**config.mk**
```make
export PLATFORM = sky130hd
export DESIGN_NAME = eqcs_top
export DESIGN_NICKNAME = d
export VERILOG_FILES = /design/src/logic/eqcs_pkg.sv /design/src/logic/eqcs_err_queue.sv /design/src/logic/eqcs_setting.sv /design/src/logic/eqcs_top.sv
export SDC_FILE = /design/constraint.sdc
export NUM_CORES = 1
export LEC_CHECK = 0
export ABC_AREA = 0
export CORE_UTILIZATION = 58
export DETAILED_ROUTE_END_ITERATION = 6
export DONT_BUFFER_PORTS = 1
export GPL_ROUTABILITY_DRIVEN = 0
export GPL_TIMING_DRIVEN = 0
export PLACE_DENSITY = 0.71
export SLEW_MARGIN = 30
export SYNTH_ARGS = -nofsm -noshare
export SYNTH_HDL_FRONTEND = slang
export SYNTH_SLANG_ARGS = --single-unit
```
**constraint.sdc**
```tcl
create_clock -name hclk -period 6.8 [get_ports hclk]
set_input_delay 1.36 -clock hclk [delete_from_list [all_inputs] [get_ports hclk]]
set_output_delay 1.36 -clock hclk [all_outputs]
set_load 0.1 [all_outputs]
```
**src/logic/eqcs_pkg.sv**
```systemverilog
// shared constants, types and decode functions for the error queue block
package eqcs_pkg;

  localparam int EQCS_DEPTH = 8;
  localparam int EQCS_PTR_W = 3;
  localparam int EQCS_CNT_W = 4;
  localparam int EQCS_NSET = 6;

  // register byte offsets
  localparam logic [7:0] OFF_ERR_LOG = 8'h00;
  localparam logic [7:0] OFF_ERR_COUNT = 8'h04;
  localparam logic [7:0] OFF_ERR_NEXT = 8'h08;
  localparam logic [7:0] OFF_EVENT_STATUS = 8'h0C;
  localparam logic [7:0] OFF_RESTART = 8'h10;
  localparam logic [7:0] OFF_FAULT = 8'h14;
  localparam logic [7:0] OFF_VERSION = 8'h18;
  localparam logic [7:0] OFF_SERIAL = 8'h1C;
  localparam logic [7:0] OFF_MAC_OUI = 8'h20;
  localparam logic [7:0] OFF_MAC_UNIT = 8'h24;
  localparam logic [7:0] OFF_NET_USED = 8'h28;
  // settings: bus address, static net, gateway, subnet, socket port, auto flag
  localparam logic [7:0] SET_OFF [EQCS_NSET] = '{8'h40, 8'h44, 8'h48, 8'h4C, 8'h50, 8'h54};
  localparam logic [31:0] SET_RST [EQCS_NSET] =
    '{32'h0000_0001, 32'hC0A8_0164, 32'hC0A8_0101, 32'hFFFF_FF00, 32'h0000_C549, 32'h0000_0000};
  localparam logic [31:0] SET_MIN [EQCS_NSET] =
    '{32'h0000_0001, 32'h0000_0000, 32'h0000_0000, 32'h0000_0000, 32'h0000_0001, 32'h0000_0000};
  localparam logic [31:0] SET_MAX [EQCS_NSET] =
    '{32'h0000_001E, 32'hFFFF_FFFF, 32'hFFFF_FFFF, 32'hFFFF_FFFF, 32'h0000_FFFF, 32'h0000_0001};
  localparam int SET_BUS_ADDR = 0;
  localparam int SET_NET_ADDR = 1;
  localparam int SET_GATEWAY = 2;
  localparam int SET_SUBNET = 3;
  localparam int SET_PORT = 4;
  localparam int SET_AUTO = 5;

  // error codes, two's complement
  localparam logic [15:0] ERR_NONE = 16'h0000;
  localparam logic [15:0] ERR_CMD = 16'hFF9C;
  localparam logic [15:0] ERR_SYNTAX = 16'hFF9A;
  localparam logic [15:0] ERR_PARAM = 16'hFF94;
  localparam logic [15:0] ERR_RANGE = 16'hFF22;
  localparam logic [15:0] ERR_OVERFLOW = 16'hFEA2;
  localparam logic [15:0] ERR_QUERY = 16'hFE70;
  // class bounds: upper end and lower end of each hundred
  localparam logic [15:0] CLS_CMD_HI = 16'hFF9C;
  localparam logic [15:0] CLS_CMD_LO = 16'hFF39;
  localparam logic [15:0] CLS_EXE_HI = 16'hFF38;
  localparam logic [15:0] CLS_EXE_LO = 16'hFED5;
  localparam logic [15:0] CLS_DEV_HI = 16'hFED4;
  localparam logic [15:0] CLS_DEV_LO = 16'hFE71;
  localparam logic [15:0] CLS_QRY_HI = 16'hFE70;
  localparam logic [15:0] CLS_QRY_LO = 16'hFE0D;

  localparam int EVS_CMD_BIT = 5;
  localparam int EVS_EXE_BIT = 4;
  localparam int EVS_DEV_BIT = 3;
  localparam int EVS_QRY_BIT = 2;
  localparam int EVS_W = 8;
  localparam int MSG_LSB = 16;

  typedef enum logic [7:0] {
    EQCS_MSG_NONE, EQCS_MSG_CMD, EQCS_MSG_SYNTAX, EQCS_MSG_PARAM,
    EQCS_MSG_RANGE, EQCS_MSG_OVERFLOW, EQCS_MSG_QUERY, EQCS_MSG_OTHER
  } eqcs_msg_t;

  typedef struct packed {
    logic valid;
    logic [15:0] code;
  } eqcs_log_t;

  typedef struct packed {
    eqcs_msg_t msg;
    logic [15:0] code;
  } eqcs_entry_t;

  function automatic logic in_cls(input logic [15:0] c, input logic [15:0] hi,
                                  input logic [15:0] lo);
    in_cls = ($signed(c) <= $signed(hi)) && ($signed(c) >= $signed(lo));
  endfunction : in_cls

  function automatic logic [EVS_W-1:0] eqcs_class_bits(input logic [15:0] c);
    eqcs_class_bits = '0;
    eqcs_class_bits[EVS_CMD_BIT] = in_cls(c, CLS_CMD_HI, CLS_CMD_LO);
    eqcs_class_bits[EVS_EXE_BIT] = in_cls(c, CLS_EXE_HI, CLS_EXE_LO);
    eqcs_class_bits[EVS_DEV_BIT] = in_cls(c, CLS_DEV_HI, CLS_DEV_LO);
    eqcs_class_bits[EVS_QRY_BIT] = in_cls(c, CLS_QRY_HI, CLS_QRY_LO);
  endfunction : eqcs_class_bits

  function automatic eqcs_msg_t eqcs_msg_of(input logic [15:0] c);
    case (c)
      ERR_NONE: eqcs_msg_of = EQCS_MSG_NONE;
      ERR_CMD: eqcs_msg_of = EQCS_MSG_CMD;
      ERR_SYNTAX: eqcs_msg_of = EQCS_MSG_SYNTAX;
      ERR_PARAM: eqcs_msg_of = EQCS_MSG_PARAM;
      ERR_RANGE: eqcs_msg_of = EQCS_MSG_RANGE;
      ERR_OVERFLOW: eqcs_msg_of = EQCS_MSG_OVERFLOW;
      ERR_QUERY: eqcs_msg_of = EQCS_MSG_QUERY;
      default: eqcs_msg_of = EQCS_MSG_OTHER;
    endcase
  endfunction : eqcs_msg_of

endpackage : eqcs_pkg

```
**src/logic/eqcs_err_queue.sv**
```systemverilog
// first-in first-out store of error codes with overflow marker
`timescale 1ns/10ps
module eqcs_err_queue
  import eqcs_pkg::*;
(
  input wire logic hclk,
  input wire logic hresetn,
  input wire eqcs_log_t push,
  input wire logic pop,
  output logic [15:0] head,
  output logic [EQCS_CNT_W-1:0] count,
  output logic ovf_stored
);

  logic [15:0] mem [EQCS_DEPTH];
  logic [EQCS_PTR_W-1:0] rd_ptr;
  logic [EQCS_PTR_W-1:0] wr_ptr;
  logic pop_ok;
  logic store;
  logic [EQCS_CNT_W-1:0] eff;
  logic [15:0] wr_code;

  always_comb begin
    pop_ok = pop && (count != '0);
    eff = count - EQCS_CNT_W'(pop_ok);
    // a full queue drops new errors until a read frees a slot
    // RL21 drop when full
    store = push.valid && (eff < EQCS_CNT_W'(EQCS_DEPTH));
    // the last free slot takes the overflow marker, not the real error
    // RL5 overflow in last slot
    wr_code = (eff == EQCS_CNT_W'(EQCS_DEPTH - 1)) ? ERR_OVERFLOW : push.code;
    ovf_stored = store && (eff == EQCS_CNT_W'(EQCS_DEPTH - 1));
    head = (count != '0) ? mem[rd_ptr] : ERR_NONE;
  end

  always_ff @(posedge hclk or negedge hresetn) begin
    if (!hresetn) begin
      rd_ptr <= '0;
      wr_ptr <= '0;
      count <= '0;
    end else begin
      rd_ptr <= rd_ptr + EQCS_PTR_W'(pop_ok);
      wr_ptr <= wr_ptr + EQCS_PTR_W'(store);
      count <= eff + EQCS_CNT_W'(store);
    end
  end

  always_ff @(posedge hclk) begin
    if (store) begin
      mem[wr_ptr] <= wr_code;
    end
  end

endmodule : eqcs_err_queue

```
**src/logic/eqcs_setting.sv**
```systemverilog
// one stored interface setting with range check and factory default
`timescale 1ns/10ps
module eqcs_setting
  import eqcs_pkg::*;
#(
  parameter logic [31:0] RST_VAL = 32'h0000_0000,
  parameter logic [31:0] MIN_VAL = 32'h0000_0000,
  parameter logic [31:0] MAX_VAL = 32'hFFFF_FFFF
)
(
  input wire logic hclk,
  input wire logic hresetn,
  input wire logic wr_en,
  input wire logic [31:0] wdata,
  output logic [31:0] value,
  output logic reject
);

  logic in_range;

  always_comb begin
    in_range = (wdata >= MIN_VAL) && (wdata <= MAX_VAL);
    reject = wr_en && !in_range;
  end

  // an out-of-range write keeps the old value
  always_ff @(posedge hclk or negedge hresetn) begin
    if (!hresetn) begin
      value <= RST_VAL;
    end else if (wr_en && in_range) begin
      value <= wdata;
    end
  end

endmodule : eqcs_setting

```
**src/logic/eqcs_top.sv**
```systemverilog
// error queue, event status and interface settings behind an AHB-Lite slave
//
// Contract
// RL1 - error count register reads the number of entries held in the queue
// RL2 - entries leave in arrival order, each a signed code plus message id
// RL3 - each read of the next-error register removes one entry
// RL4 - empty queue reads code 0 with the no-error message, queue unchanged
// RL5 - on overflow the last queue slot holds code -350
// RL6 - codes -100..-199 set event bit 5, -200..-299 set bit 4
// RL7 - codes -300..-399 set event bit 3, -400..-499 set bit 2
// RL8 - log -100 generic command, -102 unknown target, -108 extra parameter
// RL9 - log -222 for out-of-range values, -400 for a bad query
// RL10 - restart command pulses restart and clears latched hard faults
// RL11 - version reads boot loader, firmware, hardware revision in that order
// RL12 - instrument bus address accepts 1 to 30, defaults to 1
// RL13 - static net address holds four bytes, defaults 192.168.1.100
// RL14 - auto flag 1 uses the assigned address, 0 the static one
// RL15 - gateway holds four bytes, defaults 192.168.1.1
// RL16 - subnet mask holds four bytes, defaults 255.255.255.0
// RL17 - socket port accepts 1 to 65535, defaults 50505
// RL18 - host should pick socket ports above 49151
// RL19 - module serial number is read only, 1 to 16777215
// RL20 - hardware net address is read only, three vendor then three unit bytes
// RL21 - queue depth is a parameter; errors arriving while full are dropped
// RL22 - logging pushes and sets the class bit together; reads keep the bit
//
// Our own choices: the address map and the AHB-Lite slave port.
`timescale 1ns/10ps
module eqcs_top
  import eqcs_pkg::*;
#(
  // arbitrary identity values
  parameter logic [7:0] BOOT_VER = 8'h01,
  parameter logic [7:0] FW_VER = 8'h02,
  parameter logic [7:0] HW_REV = 8'h03,
  parameter logic [23:0] MODULE_SERIAL = 24'h000001,
  parameter logic [23:0] MAC_OUI = 24'h000000,
  parameter logic [23:0] MAC_UNIT = 24'h000001
)
(
  input wire logic hclk,
  input wire logic hresetn,
  input wire logic hsel,
  input wire logic [31:0] haddr,
  input wire logic [1:0] htrans,
  input wire logic hwrite,
  input wire logic [2:0] hsize,
  input wire logic [31:0] hwdata,
  input wire logic hready,
  output logic [31:0] hrdata,
  output logic hreadyout,
  output logic hresp,
  input wire logic hard_fault_event,
  input wire logic [31:0] assigned_net_address,
  output logic hard_fault_latched,
  output logic system_restart_command,
  output logic [EVS_W-1:0] event_status_summary,
  output logic [4:0] instrument_bus_address_setting,
  output logic [31:0] net_address_in_use,
  output logic auto_addressing_flag,
  output logic [31:0] gateway_address,
  output logic [31:0] subnet_mask,
  output logic [15:0] socket_port
);

  localparam logic [2:0] HSIZE_WORD = 3'h2;
  localparam logic [1:0] HTRANS_NONSEQ = 2'h2;
  localparam logic [1:0] HTRANS_SEQ = 2'h3;

  typedef enum logic [1:0] {
    BUS_IDLE,
    BUS_WRITE,
    BUS_READ
  } eqcs_bus_t;

  eqcs_bus_t bus_state;
  logic [7:0] addr_q;
  logic word_q;
  logic accept;

  eqcs_log_t log_req;
  logic pop;
  logic [15:0] q_head;
  logic [EQCS_CNT_W-1:0] q_count;
  logic q_ovf;

  logic [31:0] set_val [EQCS_NSET];
  logic [EQCS_NSET-1:0] set_wr;
  logic [EQCS_NSET-1:0] set_rej;

  logic wr_phase;
  logic rd_phase;
  logic wr_log;
  logic wr_restart;
  logic wr_evs;
  logic restart_go;
  logic wr_known;
  logic rd_known;
  logic [31:0] rd_word;
  logic [EVS_W-1:0] next_evs;
  eqcs_entry_t head_entry;

  // address decode shared by reads and writes
  function automatic logic is_setting(input logic [7:0] a);
    is_setting = 1'b0;
    for (int i = 0; i < EQCS_NSET; i++) begin
      if (a == SET_OFF[i]) begin
        is_setting = 1'b1;
      end
    end
  endfunction : is_setting

  // every offset that a read may name without a query error
  function automatic logic is_readable(input logic [7:0] a);
    case (a)
      OFF_ERR_COUNT, OFF_ERR_NEXT, OFF_EVENT_STATUS, OFF_FAULT, OFF_VERSION,
      OFF_SERIAL, OFF_MAC_OUI, OFF_MAC_UNIT, OFF_NET_USED: is_readable = 1'b1;
      default: is_readable = is_setting(a);
    endcase
  endfunction : is_readable

  // bus front end: writes finish with no wait, reads take one wait state
  // so that a read right behind a write sees the written value
  always_comb begin
    accept = hsel && hready && (htrans == HTRANS_NONSEQ || htrans == HTRANS_SEQ);
    wr_phase = (bus_state == BUS_WRITE);
    rd_phase = (bus_state == BUS_READ);
  end

  always_ff @(posedge hclk or negedge hresetn) begin
    if (!hresetn) begin
      bus_state <= BUS_IDLE;
      addr_q <= '0;
      word_q <= 1'b0;
    end else if (accept) begin
      bus_state <= hwrite ? BUS_WRITE : BUS_READ;
      addr_q <= haddr[7:0];
      word_q <= (hsize == HSIZE_WORD);
    end else if (rd_phase || wr_phase) begin
      bus_state <= BUS_IDLE;
    end
  end

  // one wait state on reads only; writes never stall the bus
  always_ff @(posedge hclk or negedge hresetn) begin
    if (!hresetn) begin
      hreadyout <= 1'b1;
    end else if (accept && !hwrite) begin
      hreadyout <= 1'b0;
    end else begin
      hreadyout <= 1'b1;
    end
  end

  // only okay is ever answered; a flop keeps this pin registered like the rest
  always_ff @(posedge hclk or negedge hresetn) begin
    if (!hresetn) begin
      hresp <= 1'b0;
    end else begin
      hresp <= 1'b0;
    end
  end

  // write decode
  always_comb begin
    wr_log = wr_phase && word_q && (addr_q == OFF_ERR_LOG);
    wr_restart = wr_phase && word_q && (addr_q == OFF_RESTART);
    wr_evs = wr_phase && word_q && (addr_q == OFF_EVENT_STATUS);
    // restart runs only with an empty argument
    restart_go = wr_restart && (hwdata == '0);
    // RL19 serial not writable
    // RL20 net address fixed
    wr_known = (addr_q == OFF_ERR_LOG) || (addr_q == OFF_RESTART)
      || (addr_q == OFF_EVENT_STATUS) || is_setting(addr_q);
    rd_known = is_readable(addr_q);
  end

  generate
    for (genvar g = 0; g < EQCS_NSET; g++) begin : g_set
      assign set_wr[g] = wr_phase && word_q && (addr_q == SET_OFF[g]);
      // RL12 range and default
      // RL13 static address default
      // RL15 gateway default
      // RL16 subnet default
      // RL17 port range default
      eqcs_setting #(
        .RST_VAL(SET_RST[g]),
        .MIN_VAL(SET_MIN[g]),
        .MAX_VAL(SET_MAX[g])
      ) u_set (
        .hclk(hclk),
        .hresetn(hresetn),
        .wr_en(set_wr[g]),
        .wdata(hwdata),
        .value(set_val[g]),
        .reject(set_rej[g])
      );
    end
  endgenerate

  // error sources; at most one fires per cycle since each comes from
  // exactly one bus data phase
  always_comb begin
    log_req = '0;
    if (wr_phase && !word_q) begin
      // RL8 generic command
      log_req = '{valid: 1'b1, code: ERR_CMD};
    end else if (wr_phase && !wr_known) begin
      // RL8 unknown target
      log_req = '{valid: 1'b1, code: ERR_SYNTAX};
    end else if (wr_restart && (hwdata != '0)) begin
      // RL8 extra parameter
      log_req = '{valid: 1'b1, code: ERR_PARAM};
    end else if (|set_rej) begin
      // RL9 out of range
      log_req = '{valid: 1'b1, code: ERR_RANGE};
    end else if (rd_phase && !rd_known) begin
      // RL9 bad query
      log_req = '{valid: 1'b1, code: ERR_QUERY};
    end else if (wr_log) begin
      log_req = '{valid: 1'b1, code: hwdata[15:0]};
    end
  end

  // RL3 pop on read
  assign pop = rd_phase && (addr_q == OFF_ERR_NEXT);

  // a pop and a push in one cycle are both honoured
  // RL21 depth fixed by package
  eqcs_err_queue u_queue (
    .hclk(hclk),
    .hresetn(hresetn),
    .push(log_req),
    .pop(pop),
    .head(q_head),
    .count(q_count),
    .ovf_stored(q_ovf)
  );

  // event status: set wins over write-one-to-clear
  always_comb begin
    next_evs = event_status_summary;
    if (wr_evs) begin
      next_evs = next_evs & ~hwdata[EVS_W-1:0];
    end
    if (log_req.valid) begin
      // RL6 class bits
      // RL7 class bits
      next_evs = next_evs | eqcs_class_bits(log_req.code);
    end
    // RL5 overflow class bit
    if (q_ovf) begin
      next_evs = next_evs | eqcs_class_bits(ERR_OVERFLOW);
    end
  end

  // RL22 set with push
  always_ff @(posedge hclk or negedge hresetn) begin
    if (!hresetn) begin
      event_status_summary <= '0;
    end else begin
      event_status_summary <= next_evs;
    end
  end

  // RL10 restart pulse
  always_ff @(posedge hclk or negedge hresetn) begin
    if (!hresetn) begin
      system_restart_command <= 1'b0;
    end else begin
      system_restart_command <= restart_go;
    end
  end

  // RL10 fault clear; a new fault in the restart cycle still latches
  always_ff @(posedge hclk or negedge hresetn) begin
    if (!hresetn) begin
      hard_fault_latched <= 1'b0;
    end else if (hard_fault_event) begin
      hard_fault_latched <= 1'b1;
    end else if (restart_go) begin
      hard_fault_latched <= 1'b0;
    end
  end

  // setting outputs registered once more so every pin is a plain flop
  always_ff @(posedge hclk or negedge hresetn) begin
    if (!hresetn) begin
      instrument_bus_address_setting <= SET_RST[SET_BUS_ADDR][4:0];
      auto_addressing_flag <= SET_RST[SET_AUTO][0];
      gateway_address <= SET_RST[SET_GATEWAY];
      subnet_mask <= SET_RST[SET_SUBNET];
      socket_port <= SET_RST[SET_PORT][15:0];
      net_address_in_use <= SET_RST[SET_NET_ADDR];
    end else begin
      instrument_bus_address_setting <= set_val[SET_BUS_ADDR][4:0];
      auto_addressing_flag <= set_val[SET_AUTO][0];
      gateway_address <= set_val[SET_GATEWAY];
      subnet_mask <= set_val[SET_SUBNET];
      socket_port <= set_val[SET_PORT][15:0];
      // RL14 address select
      net_address_in_use <= set_val[SET_AUTO][0] ? assigned_net_address
                                                 : set_val[SET_NET_ADDR];
    end
  end

  // read mux
  always_comb begin
    // RL2 code with message
    // RL4 empty reads zero
    head_entry = '{msg: eqcs_msg_of(q_head), code: q_head};
    rd_word = '0;
    case (addr_q)
      // RL1 count
      OFF_ERR_COUNT: rd_word = {{(32 - EQCS_CNT_W){1'b0}}, q_count};
      OFF_ERR_NEXT: rd_word = {8'h00, head_entry};
      OFF_EVENT_STATUS: rd_word = {{(32 - EVS_W){1'b0}}, event_status_summary};
      OFF_FAULT: rd_word = {31'h0000_0000, hard_fault_latched};
      // RL11 version order
      OFF_VERSION: rd_word = {8'h00, BOOT_VER, FW_VER, HW_REV};
      // RL19 read only serial
      OFF_SERIAL: rd_word = {8'h00, MODULE_SERIAL};
      // RL20 vendor then unit
      OFF_MAC_OUI: rd_word = {8'h00, MAC_OUI};
      OFF_MAC_UNIT: rd_word = {8'h00, MAC_UNIT};
      OFF_NET_USED: rd_word = net_address_in_use;
      default: begin
        for (int i = 0; i < EQCS_NSET; i++) begin
          if (addr_q == SET_OFF[i]) begin
            rd_word = set_val[i];
          end
        end
      end
    endcase
  end

  // read data holds until the next read completes
  always_ff @(posedge hclk or negedge hresetn) begin
    if (!hresetn) begin
      hrdata <= '0;
    end else if (rd_phase) begin
      hrdata <= rd_word;
    end
  end

endmodule : eqcs_top

```
==> key figures <==
Setup path
  – Startpoint Class: register
  – Worst Path Arrival: between 5000 and 6000 ps
  – Crit-path slowest cell: nor3_1
  – Crit path cell chain: buf_2 -> or4b_2 -> clkbuf_1 -> or2_2 -> clkbuf_1 -> nor3_1 -> ha_1 -> nand2_1 -> xor2_1 -> o31a_1 -> nand2b_1 -> nor3_2 -> buf_4
  – WP data required: 7080 ps
  – Critical path's largest stage delay: roughly 600 ps
  – Most used cell, CP: clkbuf_1
  – CP Capture Type: register
  – Crit-path max FO: 10
  – CP top delay family: simple AND/OR/NAND/NOR gates
  – Buffers & Inverters on Critical Path: 4
  – Crit Path Class: reg -> reg

Global routing
  – First-pass GRT wire length: approximately 84000 um
  – Initial antenna violation count: 2
  – Largest net degree at the start of global routing: 375
  – Total track usage: 0.322
  – Vias in the first global route: around 13000
  – GRT overflow: 0

Final layout
  – Final nets: ~1600
  – Commonest non-fill, non-tap cells in the layout: 274 x dfrtp_1, 154 x mux2_2, 128 x edfxtp_1, 97 x dfstp_2, 70 x a22oi_1
  – P&R area growth vs syn: 11.7%
  – Most common cell after layout, fill and taps aside: dfrtp_1
  – Layout cells sized above 1: 0.268
  – Post-route cell area: 22700 sq um
  – Fillers: between 2000 and 3000

STA
  – Slew at the pin with the worst max-slew slack: about 1100 ps
  – Setup Viol. Count Final: 0
  – Peak Freq: between 150 and 200 MHz
  – Fin Setup TNS: 0 ps
  – Fin. max-slew vios: 0
  – Final Hold Viols: 0
  – Fin crit period: 5040 ps
  – RSZ-0062 raised after global routing: false
  – Relative slew slack: 0.294
  – Skew final: ~27 ps
  – Final Cycle Share: 0.742

Logic synthesis
  – Synth Area in XOR/XNOR: 0.00301
  – Asr flop ratio synth: 0.745
  – Ys flop type: dfrtp_1
  – Syn nets: around 1600
  – Ys Warns: 0
  – Synth Area in Adders: 0.00615
  – Register bit total from synthesis: ~500
  – Mapped Cells: 1467
  – Largest family of logic cells by synthesized area: multiplexers
  – Synth Area in Simple Gates: 0.0976
  – Netlist cell types: 76
  – Synth Cell Area: 20400 sq um
  – Synth Area in Compound Gates: 0.0939
  – Avg Cell Area, Syn: 13.9 sq um
  – Mux contribution to synthesized area: 0.119
  – Sequential-to-total area share from yosys stat: 0.655
  – Post-synth EDFFs: ~130

Die
  – Die height: about 190 um
  – I/O pin count: 269
  – Row cnt: 68
  – CORE AREA: around 35000 sq um
  – Die footprint: between 30000 and 40000 sq um
  – Die width: around 190 um
  – Starting density of the core: 0.589

Placed design
  – DP HPWL: ~39000 um
  – Buffers on Ports: 0
  – Placed Area: 21000 sq um

Clock network
  – Htree depth: 2
  – Num CTS Buffers: just under 50
  – Post-CTS Hold Buffers: 0
  – Total clock sinks: between 500 and 600
  – Worst-Skew Late Latency: around 590 ps
  – CTS clk-pin slew, worst paths: around 60 ps
  – Maximum clock insertion buffer count: 3
  – Clock Tree Root: clkbuf_16
  – CTS tree: yes
  – Post_cts resized: 0
  – Setup Buffers After CTS: 0

Detailed routing
  – Final WL: between 50000 and 60000 um
  – Uppermost layer routed: met4
  – Met3 WL: between 5000 and 6000 um
  – Post-route DRC: 0
  – Antenna-violating nets left: 0
  – Number of DRC markers in iteration 0: 1454
  – WL/cell: 27.8 um
  – Met2 WL: around 25000 um
  – Vias per inst: 6.56
  – DR pass1 iterations: 6
  – Via count: 13257
  – DRT met1 WL: 23400 um

Power
  – Pwr Density: between 300 and 400 nW/um^2
  – LEAKAGE: 9.06 nW
  – Peak VDD IR: 0.000224 V

Flow run
  – Maxcap violations: 0

Status
  – Status: completed

Hold path
  – Hold Path Class: reg -> reg
final cells by class:
class,instances,area [sq um],area share
sequential,502,13300,0.586
multi-input combinational,848,6580,0.289
clock buffer,67,1410,0.0619
tap,455,569,0.0250
buffer,97,443,0.0195
clock inverter,24,282,0.0124
inverter,20,75.1,0.00330
timing repair buffer,5,41.3,0.00182
antenna,2,5.00,0.000220
registers in the layout, indices dropped and copies added, names as in the netlist, 2 cells and up:
name	count
u_queue.mem	128
addr_q	8
event_status_summary	8
gateway_address	32
instrument_bus_address_setting	5
hrdata	32
u_queue.rd_ptr	3
u_queue.wr_ptr	3
u_queue.count	4
socket_port	16
bus_state	2
g_set.u_set.value	192
subnet_mask	32
net_address_in_use	32
power breakdown:
group	switching, mW	total (mW)	internal, mW
logic	0.404	0.646	0.242
registers	1.10	4.44	3.33
clock network	1.18	2.83	1.65
total	2.69	7.91	5.23
metal layers:
layer | global-route usage | vias to the layer above
li1 | - | 5584
met1 | 0.452 | 6871
met2 | 0.482 | 694
met3 | 0.0842 | 108
met4 | 0.125 | 0
met5 | 0 | -
synth_stat cells, types with 4 or more instances:
master	number	area share
a21boi_0	5	0.0018
a21o_1	11	0.0041
a21oi_1	32	0.0079
a221oi_1	14	0.0060
a222oi_1	32	0.016
a22oi_1	70	0.026
a31oi_1	5	0.0015
a41oi_1	13	0.0056
and2_1	49	0.015
and3_1	5	0.0015
buf_2	24	0.0059
buf_4	7	0.0026
clkbuf_1	60	0.011
dfrtp_1	277	0.34
dfstp_2	97	0.13
edfxtp_1	128	0.19
ha_1	10	0.0061
inv_1	20	0.0037
mux2_2	154	0.085
mux2i_1	44	0.022
mux4_2	11	0.012
nand2_1	63	0.012
nand2_2	4	0.0012
nand2b_1	13	0.0040
nand3_1	41	0.010
nand4_1	8	0.0025
nor2_1	67	0.012
nor2b_1	39	0.012
nor3_1	20	0.0049
nor3b_1	4	0.0015
nor4_1	14	0.0043
nor4_2	5	0.0031
o2111ai_1	4	0.0017
o21ai_0	29	0.0071
o21ai_1	6	0.0015
o31ai_1	5	0.0018
or2_2	5	0.0015
or3_1	5	0.0015
or4_1	4	0.0015
xor2_1	5	0.0022
final timing paths:
path / from / to / slack (ps) / depth (start not counted)
hold reg to reg: g_set[2].u_set.value[30] / gateway_address[30] / 370 / 0
min in group asynchronous: hresetn / gateway_address[27] / 480 / 0
setup / recovery: addr_q[3] / u_queue.mem[0][14] / 1760 / 13
max in group asynchronous: hresetn / gateway_address[11] / 5760 / 0
setup reg to reg: addr_q[3] / u_queue.mem[0][14] / 1760 / 13
hold / removal: g_set[2].u_set.value[30] / gateway_address[30] / 370 / 0
stage by stage:
stage	hold WS (ps)	setup slack (ps)	power, mW	std cells	utilization
floorplan	352	2440	4.86	1467	-
global placement	355	480	5.09	1922	0.606
detailed placement	364	1790	5.12	1927	0.609
CTS	373	1780	7.92	2018	0.657
global route	376	1520	8.13	2019	0.658
finish	367	1760	7.91	2020	0.658
worst register-to-register path: stages (launching register included):
cell and delay (ps):
dfrtp_1 400, buf_2 240, or4b_2 590, clkbuf_1 220, or2_2 380, clkbuf_1 270, nor3_1 610, ha_1 290
nand2_1 70, xor2_1 230, o31a_1 310, nand2b_1 260, nor3_2 580, buf_4 290
cell families (layout without fill, tap and decap cells):
| kind of cell | after synthesis | after routing |
|---|---|---|
| multiplexers | 209 | 209 |
| flip-flops | 502 | 502 |
| AND/OR/NAND/NOR | 366 | 366 |
| AO/OA/AOI/OAI | 255 | 255 |
| XOR/XNOR | 7 | 7 |
| adder cells (fa/ha/maj) | 10 | 10 |
| buffers and inverters | 117 | 213 |
| other | 1 | 3 |
No activity file was read; power rests on OpenSTA's default activity.
